===== src/osqc_cfg.svh =====
// register indices, field positions, reset values and codes of the output squelch control
`ifndef OSQC_CFG_SVH
`define OSQC_CFG_SVH

// register indices; byte address is four times the index
`define OSQC_OUT0_SUPPLY_IDX   10'h110
`define OSQC_OUT1_SUPPLY_IDX   10'h11a
`define OSQC_OUT2_SUPPLY_IDX   10'h11f
`define OSQC_OUT3_SUPPLY_IDX   10'h124
`define OSQC_OUT4_SUPPLY_IDX   10'h129
`define OSQC_OUT5_SUPPLY_IDX   10'h12e
`define OSQC_OUT6_SUPPLY_IDX   10'h133
`define OSQC_OUT0_SQUELCH_IDX  10'h111
`define OSQC_OUT1_SQUELCH_IDX  10'h116
`define OSQC_OUT2_SQUELCH_IDX  10'h11b
`define OSQC_OUT3_SQUELCH_IDX  10'h120
`define OSQC_OUT4_SQUELCH_IDX  10'h12a
`define OSQC_OUT5_SQUELCH_IDX  10'h12f
`define OSQC_OUT6_SQUELCH_IDX  10'h13f
`define OSQC_SIG_MASK_IDX      10'h141
`define OSQC_LOCK_MASK_IDX     10'h142
`define OSQC_DIS_LEVEL_IDX     10'h143
`define OSQC_STATUS_IDX        10'h144

// field positions
`define OSQC_IDX_HI            11
`define OSQC_IDX_LO            2
`define OSQC_SQ_SEL_HI         2
`define OSQC_SQ_SEL_LO         0
`define OSQC_SRC_SEL_HI        2
`define OSQC_SRC_SEL_LO        0
`define OSQC_OVR_EN_BIT        3
`define OSQC_SUPPLY_HI         5
`define OSQC_SUPPLY_LO         4
`define OSQC_REF_MASK_BIT      6
`define OSQC_DET_MASK_BIT      7
`define OSQC_LOCK_MASK_HI      3
`define OSQC_LOCK_MASK_LO      0

// reset values
`define OSQC_SUPPLY_RST        8'h08
`define OSQC_SQUELCH_RST       8'h00
`define OSQC_SIG_MASK_RST      8'h00
`define OSQC_LOCK_MASK_RST     8'h00
`define OSQC_DIS_LEVEL_RST     8'h00

// supply level applied while the override enable is clear (3.3 V)
`define OSQC_SUPPLY_DEFAULT    2'h0

// output source codes
`define OSQC_SRC_LOOP_A        3'h0
`define OSQC_SRC_LOOP_C        3'h2
`define OSQC_SRC_LOOP_D        3'h3

`endif


===== src/osqc_pkg.sv =====
// types shared by the output squelch control
package osqc_pkg;

  // bus handshake states, one-hot
  typedef enum logic [1:0] {
    OSQC_BUS_IDLE = 2'b01,
    OSQC_BUS_ACK  = 2'b10
  } osqc_bus_e;

  // squelch source codes
  typedef enum logic [2:0] {
    OSQC_SQ_NONE   = 3'h0,
    OSQC_SQ_LOOP_A = 3'h1,
    OSQC_SQ_LOOP_B = 3'h2,
    OSQC_SQ_LOOP_C = 3'h3,
    OSQC_SQ_LOOP_D = 3'h4
  } osqc_squelch_e;

  typedef logic [7:0] osqc_byte_t;

endpackage : osqc_pkg


===== src/osqc_top.sv =====
// output squelch control: register file on avalon-mm and per-output disable gating
//
// Behaviour
// - each output holds 3-bit squelch source: 000 none, 001..100 loops A..D
// - every output selects loop A, C or D by its own field (loop B is not selectable); all outputs identical
// - supply level at bits 5:4 applies only while override enable bit 3 is 1
// - reg 0x141 bit 6 masks reference signal loss, bit 7 detector signal loss
// - 4-bit lock loss mask per loop; 0 lets lock loss disable connected outputs
// - lock mask bit 0 loop A, bit 2 loop C, bit 3 loop D
// - disabled output held at its disabled level: 0 low, 1 high
// - output source select: 0 loop A, 1 reserved, 2 loop C, 3 loop D
//
// Added by the designer: the Avalon-MM slave port.
`timescale 1ns/1ps
`include "osqc_cfg.svh"

module osqc_top #(
  parameter int NUM_OUTPUTS = 7,
  parameter int NUM_LOOPS   = 4,
  parameter int ADDR_W      = 12
) (
  // clock and reset
  input  wire logic                       core_clk,
  input  wire logic                       rst_b,
  // avalon-mm slave
  input  wire logic [ADDR_W-1:0]          address,
  input  wire logic                       read,
  input  wire logic                       write,
  input  wire logic [31:0]                writedata,
  input  wire logic [3:0]                 byteenable,
  output logic      [31:0]                readdata,
  output logic                            waitrequest,
  // loop status and clocks
  input  wire logic [NUM_LOOPS-1:0]       loop_reset,
  input  wire logic [NUM_LOOPS-1:0]       lock_loss,
  input  wire logic                       ref_signal_loss,
  input  wire logic                       detector_signal_loss,
  input  wire logic [NUM_LOOPS-1:0]       loop_clk,
  // output drivers
  output logic      [NUM_OUTPUTS-1:0]     out_clk,
  output logic      [NUM_OUTPUTS-1:0]     out_disabled,
  output logic      [2*NUM_OUTPUTS-1:0]   out_supply_level
);

  ////////////////////////////////////////////////////////////////////////////
  // elaboration checks

  if (NUM_OUTPUTS != 7 || NUM_LOOPS != 4 || ADDR_W < 12) begin : g_bad_cfg
    $error("osqc_top: register map serves 7 outputs, 4 loops, 12 address bits");
  end

  localparam logic [9:0] SUPPLY_IDX [7] = '{`OSQC_OUT0_SUPPLY_IDX, `OSQC_OUT1_SUPPLY_IDX,
    `OSQC_OUT2_SUPPLY_IDX, `OSQC_OUT3_SUPPLY_IDX, `OSQC_OUT4_SUPPLY_IDX,
    `OSQC_OUT5_SUPPLY_IDX, `OSQC_OUT6_SUPPLY_IDX};
  localparam logic [9:0] SQUELCH_IDX [7] = '{`OSQC_OUT0_SQUELCH_IDX, `OSQC_OUT1_SQUELCH_IDX,
    `OSQC_OUT2_SQUELCH_IDX, `OSQC_OUT3_SQUELCH_IDX, `OSQC_OUT4_SQUELCH_IDX,
    `OSQC_OUT5_SQUELCH_IDX, `OSQC_OUT6_SQUELCH_IDX};

  ////////////////////////////////////////////////////////////////////////////
  // state

  osqc_pkg::osqc_bus_e                     bus_state_reg;
  osqc_pkg::osqc_bus_e                     bus_state_next;
  logic                                    waitrequest_reg;
  logic [31:0]                             readdata_reg;
  osqc_pkg::osqc_byte_t [NUM_OUTPUTS-1:0]  supply_reg;
  osqc_pkg::osqc_byte_t [NUM_OUTPUTS-1:0]  squelch_reg;
  osqc_pkg::osqc_byte_t                    sig_mask_reg;
  osqc_pkg::osqc_byte_t                    lock_mask_reg;
  osqc_pkg::osqc_byte_t                    dis_level_reg;
  logic [NUM_OUTPUTS-1:0]                  out_clk_reg;
  logic [NUM_OUTPUTS-1:0]                  out_disabled_reg;
  logic [2*NUM_OUTPUTS-1:0]                out_supply_reg;

  ////////////////////////////////////////////////////////////////////////////
  // address decode

  logic [9:0]              reg_idx;
  logic                    aligned;
  logic                    wr_commit;
  logic                    wr_low;
  logic [NUM_OUTPUTS-1:0]  hit_supply;
  logic [NUM_OUTPUTS-1:0]  hit_squelch;
  logic                    hit_sig_mask;
  logic                    hit_lock_mask;
  logic                    hit_dis_level;
  logic                    hit_status;
  logic [7:0]              wr_byte;

  assign reg_idx       = address[`OSQC_IDX_HI:`OSQC_IDX_LO];
  // a shift instead of a part-select keeps the upper-bit test legal when ADDR_W is 12
  assign aligned       = (address[`OSQC_IDX_LO-1:0] == '0) &&
                         ((address >> (`OSQC_IDX_HI + 1)) == '0);
  assign wr_commit     = (bus_state_reg == osqc_pkg::OSQC_BUS_ACK) && write;
  assign wr_low        = wr_commit && aligned && byteenable[0];
  assign wr_byte       = writedata[7:0];
  assign hit_sig_mask  = aligned && (reg_idx == `OSQC_SIG_MASK_IDX);
  assign hit_lock_mask = aligned && (reg_idx == `OSQC_LOCK_MASK_IDX);
  assign hit_dis_level = aligned && (reg_idx == `OSQC_DIS_LEVEL_IDX);
  assign hit_status    = aligned && (reg_idx == `OSQC_STATUS_IDX);

  for (genvar i = 0; i < NUM_OUTPUTS; i++) begin : g_hit
    assign hit_supply[i]  = aligned && (reg_idx == SUPPLY_IDX[i]);
    assign hit_squelch[i] = aligned && (reg_idx == SQUELCH_IDX[i]);
  end

  ////////////////////////////////////////////////////////////////////////////
  // read data mux; unmapped addresses read zero

  logic [7:0] rd_byte;

  always_comb begin
    rd_byte = 8'h00;
    for (int i = 0; i < NUM_OUTPUTS; i++) begin
      if (hit_supply[i]) begin
        rd_byte = supply_reg[i];
      end
      if (hit_squelch[i]) begin
        rd_byte = squelch_reg[i];
      end
    end
    if (hit_sig_mask) begin
      rd_byte = sig_mask_reg;
    end
    if (hit_lock_mask) begin
      rd_byte = lock_mask_reg;
    end
    if (hit_dis_level) begin
      rd_byte = dis_level_reg;
    end
    if (hit_status) begin
      rd_byte = {1'b0, out_disabled_reg};
    end
  end

  ////////////////////////////////////////////////////////////////////////////
  // bus handshake: request taken in idle, answered one cycle later
  // the answer cycle always falls back to idle, so a held request gets one access per two cycles

  assign bus_state_next = (bus_state_reg == osqc_pkg::OSQC_BUS_IDLE && (read || write)) ?
                          osqc_pkg::OSQC_BUS_ACK : osqc_pkg::OSQC_BUS_IDLE;

  always_ff @(posedge core_clk or negedge rst_b) begin
    if (!rst_b) begin
      bus_state_reg   <= osqc_pkg::OSQC_BUS_IDLE;
      waitrequest_reg <= 1'b1;
      readdata_reg    <= 32'h0000_0000;
    end else begin
      bus_state_reg   <= bus_state_next;
      waitrequest_reg <= (bus_state_next != osqc_pkg::OSQC_BUS_ACK);
      if (bus_state_next == osqc_pkg::OSQC_BUS_ACK && read) begin
        readdata_reg <= {24'h00_0000, rd_byte};
      end
    end
  end

  ////////////////////////////////////////////////////////////////////////////
  // configuration registers, written at the acknowledging edge

  always_ff @(posedge core_clk or negedge rst_b) begin
    if (!rst_b) begin
      for (int i = 0; i < NUM_OUTPUTS; i++) begin
        supply_reg[i]  <= `OSQC_SUPPLY_RST;
        squelch_reg[i] <= `OSQC_SQUELCH_RST;
      end
      sig_mask_reg  <= `OSQC_SIG_MASK_RST;
      lock_mask_reg <= `OSQC_LOCK_MASK_RST;
      dis_level_reg <= `OSQC_DIS_LEVEL_RST;
    end else if (wr_low) begin
      for (int i = 0; i < NUM_OUTPUTS; i++) begin
        if (hit_supply[i]) begin
          supply_reg[i] <= wr_byte;
        end
        if (hit_squelch[i]) begin
          squelch_reg[i] <= wr_byte;
        end
      end
      if (hit_sig_mask) begin
        sig_mask_reg <= wr_byte;
      end
      if (hit_lock_mask) begin
        lock_mask_reg <= wr_byte;
      end
      if (hit_dis_level) begin
        dis_level_reg <= wr_byte;
      end
    end
  end

  ////////////////////////////////////////////////////////////////////////////
  // global causes

  logic                 ref_cause;
  logic                 det_cause;
  logic [NUM_LOOPS-1:0] lock_cause;

  assign ref_cause  = ref_signal_loss && !sig_mask_reg[`OSQC_REF_MASK_BIT];
  assign det_cause  = detector_signal_loss && !sig_mask_reg[`OSQC_DET_MASK_BIT];
  // bit n of the mask guards loop n: A=0, B=1, C=2, D=3
  assign lock_cause = lock_loss & ~lock_mask_reg[`OSQC_LOCK_MASK_HI:`OSQC_LOCK_MASK_LO];

  ////////////////////////////////////////////////////////////////////////////
  // per-output gating

  logic [NUM_OUTPUTS-1:0]   disabled_w;
  logic [NUM_OUTPUTS-1:0]   clk_sel_w;
  logic [NUM_OUTPUTS-1:0]   clk_next;
  logic [2*NUM_OUTPUTS-1:0] supply_next;

  for (genvar i = 0; i < NUM_OUTPUTS; i++) begin : g_out
    logic [2:0] src_sel;
    logic [2:0] sq_sel;
    logic       src_valid;
    logic [1:0] src_loop;
    logic       reset_cause;

    assign src_sel   = supply_reg[i][`OSQC_SRC_SEL_HI:`OSQC_SRC_SEL_LO];
    assign sq_sel    = squelch_reg[i][`OSQC_SQ_SEL_HI:`OSQC_SQ_SEL_LO];
    // reserved source codes carry no clock and count as disabled
    assign src_valid = (src_sel == `OSQC_SRC_LOOP_A) || (src_sel == `OSQC_SRC_LOOP_C) ||
                       (src_sel == `OSQC_SRC_LOOP_D);
    assign src_loop  = src_sel[1:0];
    // squelch codes 1..4 name loops A..D; other codes name nothing
    assign reset_cause = (sq_sel != osqc_pkg::OSQC_SQ_NONE) &&
                         (sq_sel <= osqc_pkg::OSQC_SQ_LOOP_D) &&
                         loop_reset[2'(sq_sel - 3'h1)];
    assign disabled_w[i] = reset_cause || ref_cause || det_cause || !src_valid ||
                           lock_cause[src_loop];
    assign clk_sel_w[i]  = loop_clk[src_loop];
    assign clk_next[i]   = disabled_w[i] ? dis_level_reg[i] : clk_sel_w[i];
    assign supply_next[2*i+1:2*i] = supply_reg[i][`OSQC_OVR_EN_BIT] ?
                                    supply_reg[i][`OSQC_SUPPLY_HI:`OSQC_SUPPLY_LO] :
                                    `OSQC_SUPPLY_DEFAULT;
  end

  // registered driver controls
  always_ff @(posedge core_clk or negedge rst_b) begin
    if (!rst_b) begin
      out_clk_reg      <= '0;
      out_disabled_reg <= '1;
      out_supply_reg   <= '0;
    end else begin
      out_clk_reg      <= clk_next;
      out_disabled_reg <= disabled_w;
      out_supply_reg   <= supply_next;
    end
  end

  assign readdata         = readdata_reg;
  assign waitrequest      = waitrequest_reg;
  assign out_clk          = out_clk_reg;
  assign out_disabled     = out_disabled_reg;
  assign out_supply_level = out_supply_reg;

  ////////////////////////////////////////////////////////////////////////////
  // checks

  a_loop_reset_squelch: assert property (@(posedge core_clk) disable iff (!rst_b)
    (squelch_reg[2][2:0] == 3'h2 && loop_reset[1]) |=> out_disabled_reg[2])
    else $error("loop B reset did not squelch output 2");

  a_squelch_none_free: assert property (@(posedge core_clk) disable iff (!rst_b)
    (squelch_reg[0][2:0] == 3'h0 && !ref_cause && !det_cause && lock_cause == '0 &&
     supply_reg[0][2:0] == 3'h0) |=> !out_disabled_reg[0])
    else $error("output 0 disabled with no cause");

  a_supply_apply: assert property (@(posedge core_clk) disable iff (!rst_b)
    1'b1 |=> out_supply_reg[1:0] == ($past(supply_reg[0][3]) ? $past(supply_reg[0][5:4]) : 2'h0))
    else $error("supply level of output 0 not applied as configured");

  a_ref_loss_all: assert property (@(posedge core_clk) disable iff (!rst_b)
    (ref_signal_loss && !sig_mask_reg[6]) |=> (&out_disabled_reg))
    else $error("unmasked reference loss left an output enabled");

  a_det_loss_all: assert property (@(posedge core_clk) disable iff (!rst_b)
    (detector_signal_loss && !sig_mask_reg[7]) |=> (&out_disabled_reg))
    else $error("unmasked detector loss left an output enabled");

  a_lock_loss_conn: assert property (@(posedge core_clk) disable iff (!rst_b)
    (supply_reg[2][2:0] == 3'h3 && lock_loss[3] && !lock_mask_reg[3]) |=> out_disabled_reg[2])
    else $error("loop D lock loss did not disable output 2");

  a_lock_mask_hold: assert property (@(posedge core_clk) disable iff (!rst_b)
    (supply_reg[1][2:0] == 3'h2 && lock_mask_reg[2] && squelch_reg[1][2:0] == 3'h0 &&
     !ref_cause && !det_cause) |=> !out_disabled_reg[1])
    else $error("masked lock loss disabled output 1");

  a_reserved_src: assert property (@(posedge core_clk) disable iff (!rst_b)
    (supply_reg[6][2:0] == 3'h1) |=> out_disabled_reg[6])
    else $error("reserved source left output 6 enabled");

  a_disabled_level: assert property (@(posedge core_clk) disable iff (!rst_b)
    out_disabled_reg[0] |-> out_clk_reg[0] == $past(dis_level_reg[0]))
    else $error("disabled output 0 not at its disabled level");

  a_source_mux: assert property (@(posedge core_clk) disable iff (!rst_b)
    (!disabled_w[4] && supply_reg[4][2:0] == 3'h2) |=> out_clk_reg[4] == $past(loop_clk[2]))
    else $error("output 4 not following loop C");

  a_bus_answer: assert property (@(posedge core_clk) disable iff (!rst_b)
    ((read || write) && bus_state_reg == osqc_pkg::OSQC_BUS_IDLE) |=> !waitrequest_reg ##1
    waitrequest_reg)
    else $error("bus request not answered in one cycle");

endmodule : osqc_top


===== config.mk =====
export PLATFORM = sky130hd
export DESIGN_NAME = osqc_top
export DESIGN_NICKNAME = d
export VERILOG_FILES = /design/src/osqc_pkg.sv /design/src/osqc_top.sv
export VERILOG_INCLUDE_DIRS = /design/src
export SDC_FILE = /design/constraint.sdc
export NUM_CORES = 1
export LEC_CHECK = 0
export ABC_AREA = 0
export BUFFER_PORTS_ARGS = -buffer_cell sky130_fd_sc_hd__buf_2
export CORE_MARGIN = 4
export CORE_UTILIZATION = 53
export DETAILED_ROUTE_END_ITERATION = 6
export HOLD_SLACK_MARGIN = 0.1
export PLACE_DENSITY = 0.77
export SYNTH_ARGS = -nofsm -noshare
export SYNTH_HDL_FRONTEND = slang
export SYNTH_SLANG_ARGS = --single-unit

===== constraint.sdc =====
create_clock -name core_clk -period 1.6 [get_ports core_clk]
set_input_delay 0.16 -clock core_clk [delete_from_list [all_inputs] [get_ports core_clk]]
set_output_delay 0.16 -clock core_clk [all_outputs]
set_load 0.1 [all_outputs]

==> impl_metrics.yaml <==
status:
  outcome: "finished, violations left"
  violations: "setup timing"
die:
  dieHeight_um: 140.1
  die-area_mm2: 0.01962
  die_w_um: 140.1
  pin_count: 127
  rows: 48
  initial_core_util_pct: 53.82
  core-area_mm2: 0.01718
yosys:
  ys_types: 78
  yosysWarnings: 0
  synthCells: 799
  synth-seq-cells: 174
  syn_area_mm2: 0.009245
  synth-edff-count: 0
  ys.flop_type: "dfrtp_1"
  syn-mean-instance-area_um2: 11.57
  synth-seq-area-share_pct: 47.30
  async_flop_share_pct: 100.0
layout:
  instances_no_fill: 1338
  post-route-util_pct: 77.46
  fillers: 1032
  design_area_mm2: 0.01331
  seq_area_mm2: 0.004377
  nets: 1173
  multi_input_area_mm2: 0.005444
  diodes: 0
  syn_to_final_growth_pct: 43.92
  drive_above_1_share_pct: 53.91
timing:
  fmax_mhz: 512.4
  finClkSkew_ns: 0.009372
  period_share_pct: 122.0
  hold_viol: 0
  setup_slack_ns: -0.3518
  setup_viol: 151
  tns_ns: -21.92
  final_max_slew_viol_count: 0
  tightest_slew_ns: 0.6299
  slew_headroom_pct: 58.00
  fin_hold_ws_ns: 0.1296
  min_period_ns: 1.952
  rsz0062_at_grt: "true"
routing:
  drt-initial-drc-count: 1026
  wl_um: 36500
  drt.antenna.violating_nets: 0
  routed_via_density: 6.364
  vias: 8515
  routedWlPerCell_um: 27.28
  drc: 0
  dr.pass1.iters: 6
setup_path:
  cp-end-kind: "flop"
  startpoint: "g_out[3].sq_sel[0]"
  worstPathMaxFanout: 3
  critPathLaunchType: "flop"
  worst_ep_required_time_ns: 1.93
  cp_data_arrival_time_ns: 2.28
  worst-setup-path-type: "reg2reg"
  r2r-start: "g_out[3].sq_sel[0]"
min_path:
  holdCritStartpoint: "writedata[1]"
  hold_path_class: "in2reg"
global_routing:
  grt_pass1_wl_um: 53860
  grt_max_degree: 42
  grt-busiest-layer: "met2"
  antenna_found_initial: 1
  use_met3_pct: 7.784
  grtUsageTotal_pct: 36.66
  grt_use_met1_pct: 51.36
  overflow: 0
  grt_pass1_vias: 8554
  use_met2_pct: 56.34
clock_tree:
  clk_path_buf_depth: 2
  cts_tree: "yes"
  numCtsBuffers: 17
  htree_levels: 4
  clock_latency_ns: 0.45
  cts.clk_slew.worst_paths_ns: 0.08
  cts_root_buf: "clkbuf_16"
  cts.sinks: 174
power:
  power_density_mw_per_mm2: 877.4
  comb_power_share_pct: 24.0
  design_power_total_mw: 11.67
  max-vdd-ir-drop_uv: 1030
  internal_power_mw: 7.479
  cellLeakagePower_nw: 6.519
  p_sw_share_pct: 35.93
  seqPwrFrac_pct: 39.7
  clkPwrFrac_pct: 36.3
  switching_power_mw: 4.195
placement:
  place_area_mm2: 0.01161
  place_inst: 1285
  dp_slack_ns: -0.6505
  dp_hpwl_um: 25430
  io_buffers: 74
  gp_congestion: 1.018
run:
  cap_violations: 0
## cell usage after synthesis, types with 4 or more instances
cell type | count | area (um2)
o22ai_1 | 14 | 87.58
a2111o_1 | 7 | 78.83
clkbuf_1 | 15 | 56.30
mux2_2 | 143 | 1610
a221oi_1 | 8 | 70.07
xnor2_1 | 7 | 61.31
inv_1 | 26 | 97.59
a22o_1 | 7 | 61.31
ha_1 | 7 | 87.58
o21ai_0 | 31 | 155.2
a31oi_1 | 4 | 25.02
dfstp_2 | 15 | 394.1
nand2b_1 | 8 | 50.05
and3_1 | 4 | 25.02
nor2_1 | 34 | 127.6
dfrtp_1 | 159 | 3979
a32oi_1 | 4 | 35.03
a21oi_1 | 32 | 160.2
buf_2 | 18 | 90.09
nor3_1 | 15 | 75.07
buf_4 | 25 | 187.7
or3_1 | 11 | 68.82
nand3_1 | 13 | 65.06
a22oi_1 | 7 | 52.55
nand2_1 | 36 | 135.1
nand2_2 | 4 | 25.02
or3b_2 | 4 | 35.03
o32ai_1 | 4 | 35.03
nor2b_1 | 11 | 68.82
and2_1 | 24 | 150.1
a211o_1 | 4 | 35.03
mux4_2 | 14 | 315.3
## per-layer routing
metal / vias up / part of all wire (%)
met2: 568 / 45
met4: 2 / 4.7
met3: 145 / 9.6
met1: 4249 / 41
li1: 3551 / -
met5: - / 0.036
## cells in the final DEF, fill, tap and decap left out, types with 21 or more instances in the layout
cell     count
buf_6       34
mux2_4     103
inv_1       21
and2_1      22
o21ai_0     22
buf_4      198
nor2_1      34
a21oi_1     29
conb_1      24
dfrtp_1    159
buf_2       69
nand2_1     24
mux2_2      40
## worst max-delay path, cell delays in order, from the launching register on
cell	delay [ns]
dfrtp_1	0.41
inv_2	0.07
ha_4	0.27
mux4_2	0.33
a2111o_1	0.47
mux2_2	0.29
## cells by family after synthesis
group / share of synthesized area, %
XOR/XNOR: 0.6632
AND/OR/NAND/NOR: 12.37
flip-flops: 47.30
buffers and inverters: 4.750
AO/OA/AOI/OAI: 12.78
adder cells (fa/ha/maj): 0.9473
other: 0.04056
multiplexers: 21.15
## power groups by stage
stage                     Sequential, mW  Combinational [mW]  Clock, mW
after CTS                           4.62                2.59       4.22
after global routing                4.64                2.89       4.42
after floorplan                     5.40               0.842          0
after global placement              4.68                2.35          0
after detailed placement            4.68                2.36          0
final                               4.63                2.80       4.24
## layout make-up
cell class | count | share of cell area, %
inverter | 27 | 0.7617
tap | 225 | 2.116
timing repair buffer | 318 | 18.81
sequential | 174 | 32.89
clock buffer | 17 | 3.197
multi-input combinational | 562 | 40.92
clock inverter | 15 | 1.307
## worst paths after layout
kind                                      endpoint  slack (ns)  cells after the start
worst max-delay path                    out_clk[3]       -0.35                      5
max in group asynchronous           supply_reg[43]        0.72                      3
worst min-delay path            g_out[5].sq_sel[1]        0.13                      3
worst max register to register          out_clk[3]       -0.35                      5
min in group asynchronous          squelch_reg[28]        0.22                      2
worst min register to register      supply_reg[39]        0.51                      1
## timing repair
action,in CTS,in global routing
setup endpoints to repair,156,158
hold buffers,3,0
setup buffers,17,12
cloned,1,0
pin swaps,30,22
hold endpoints to repair,164,0
resized for setup,182,41
(Power assumes the default switching activity.)
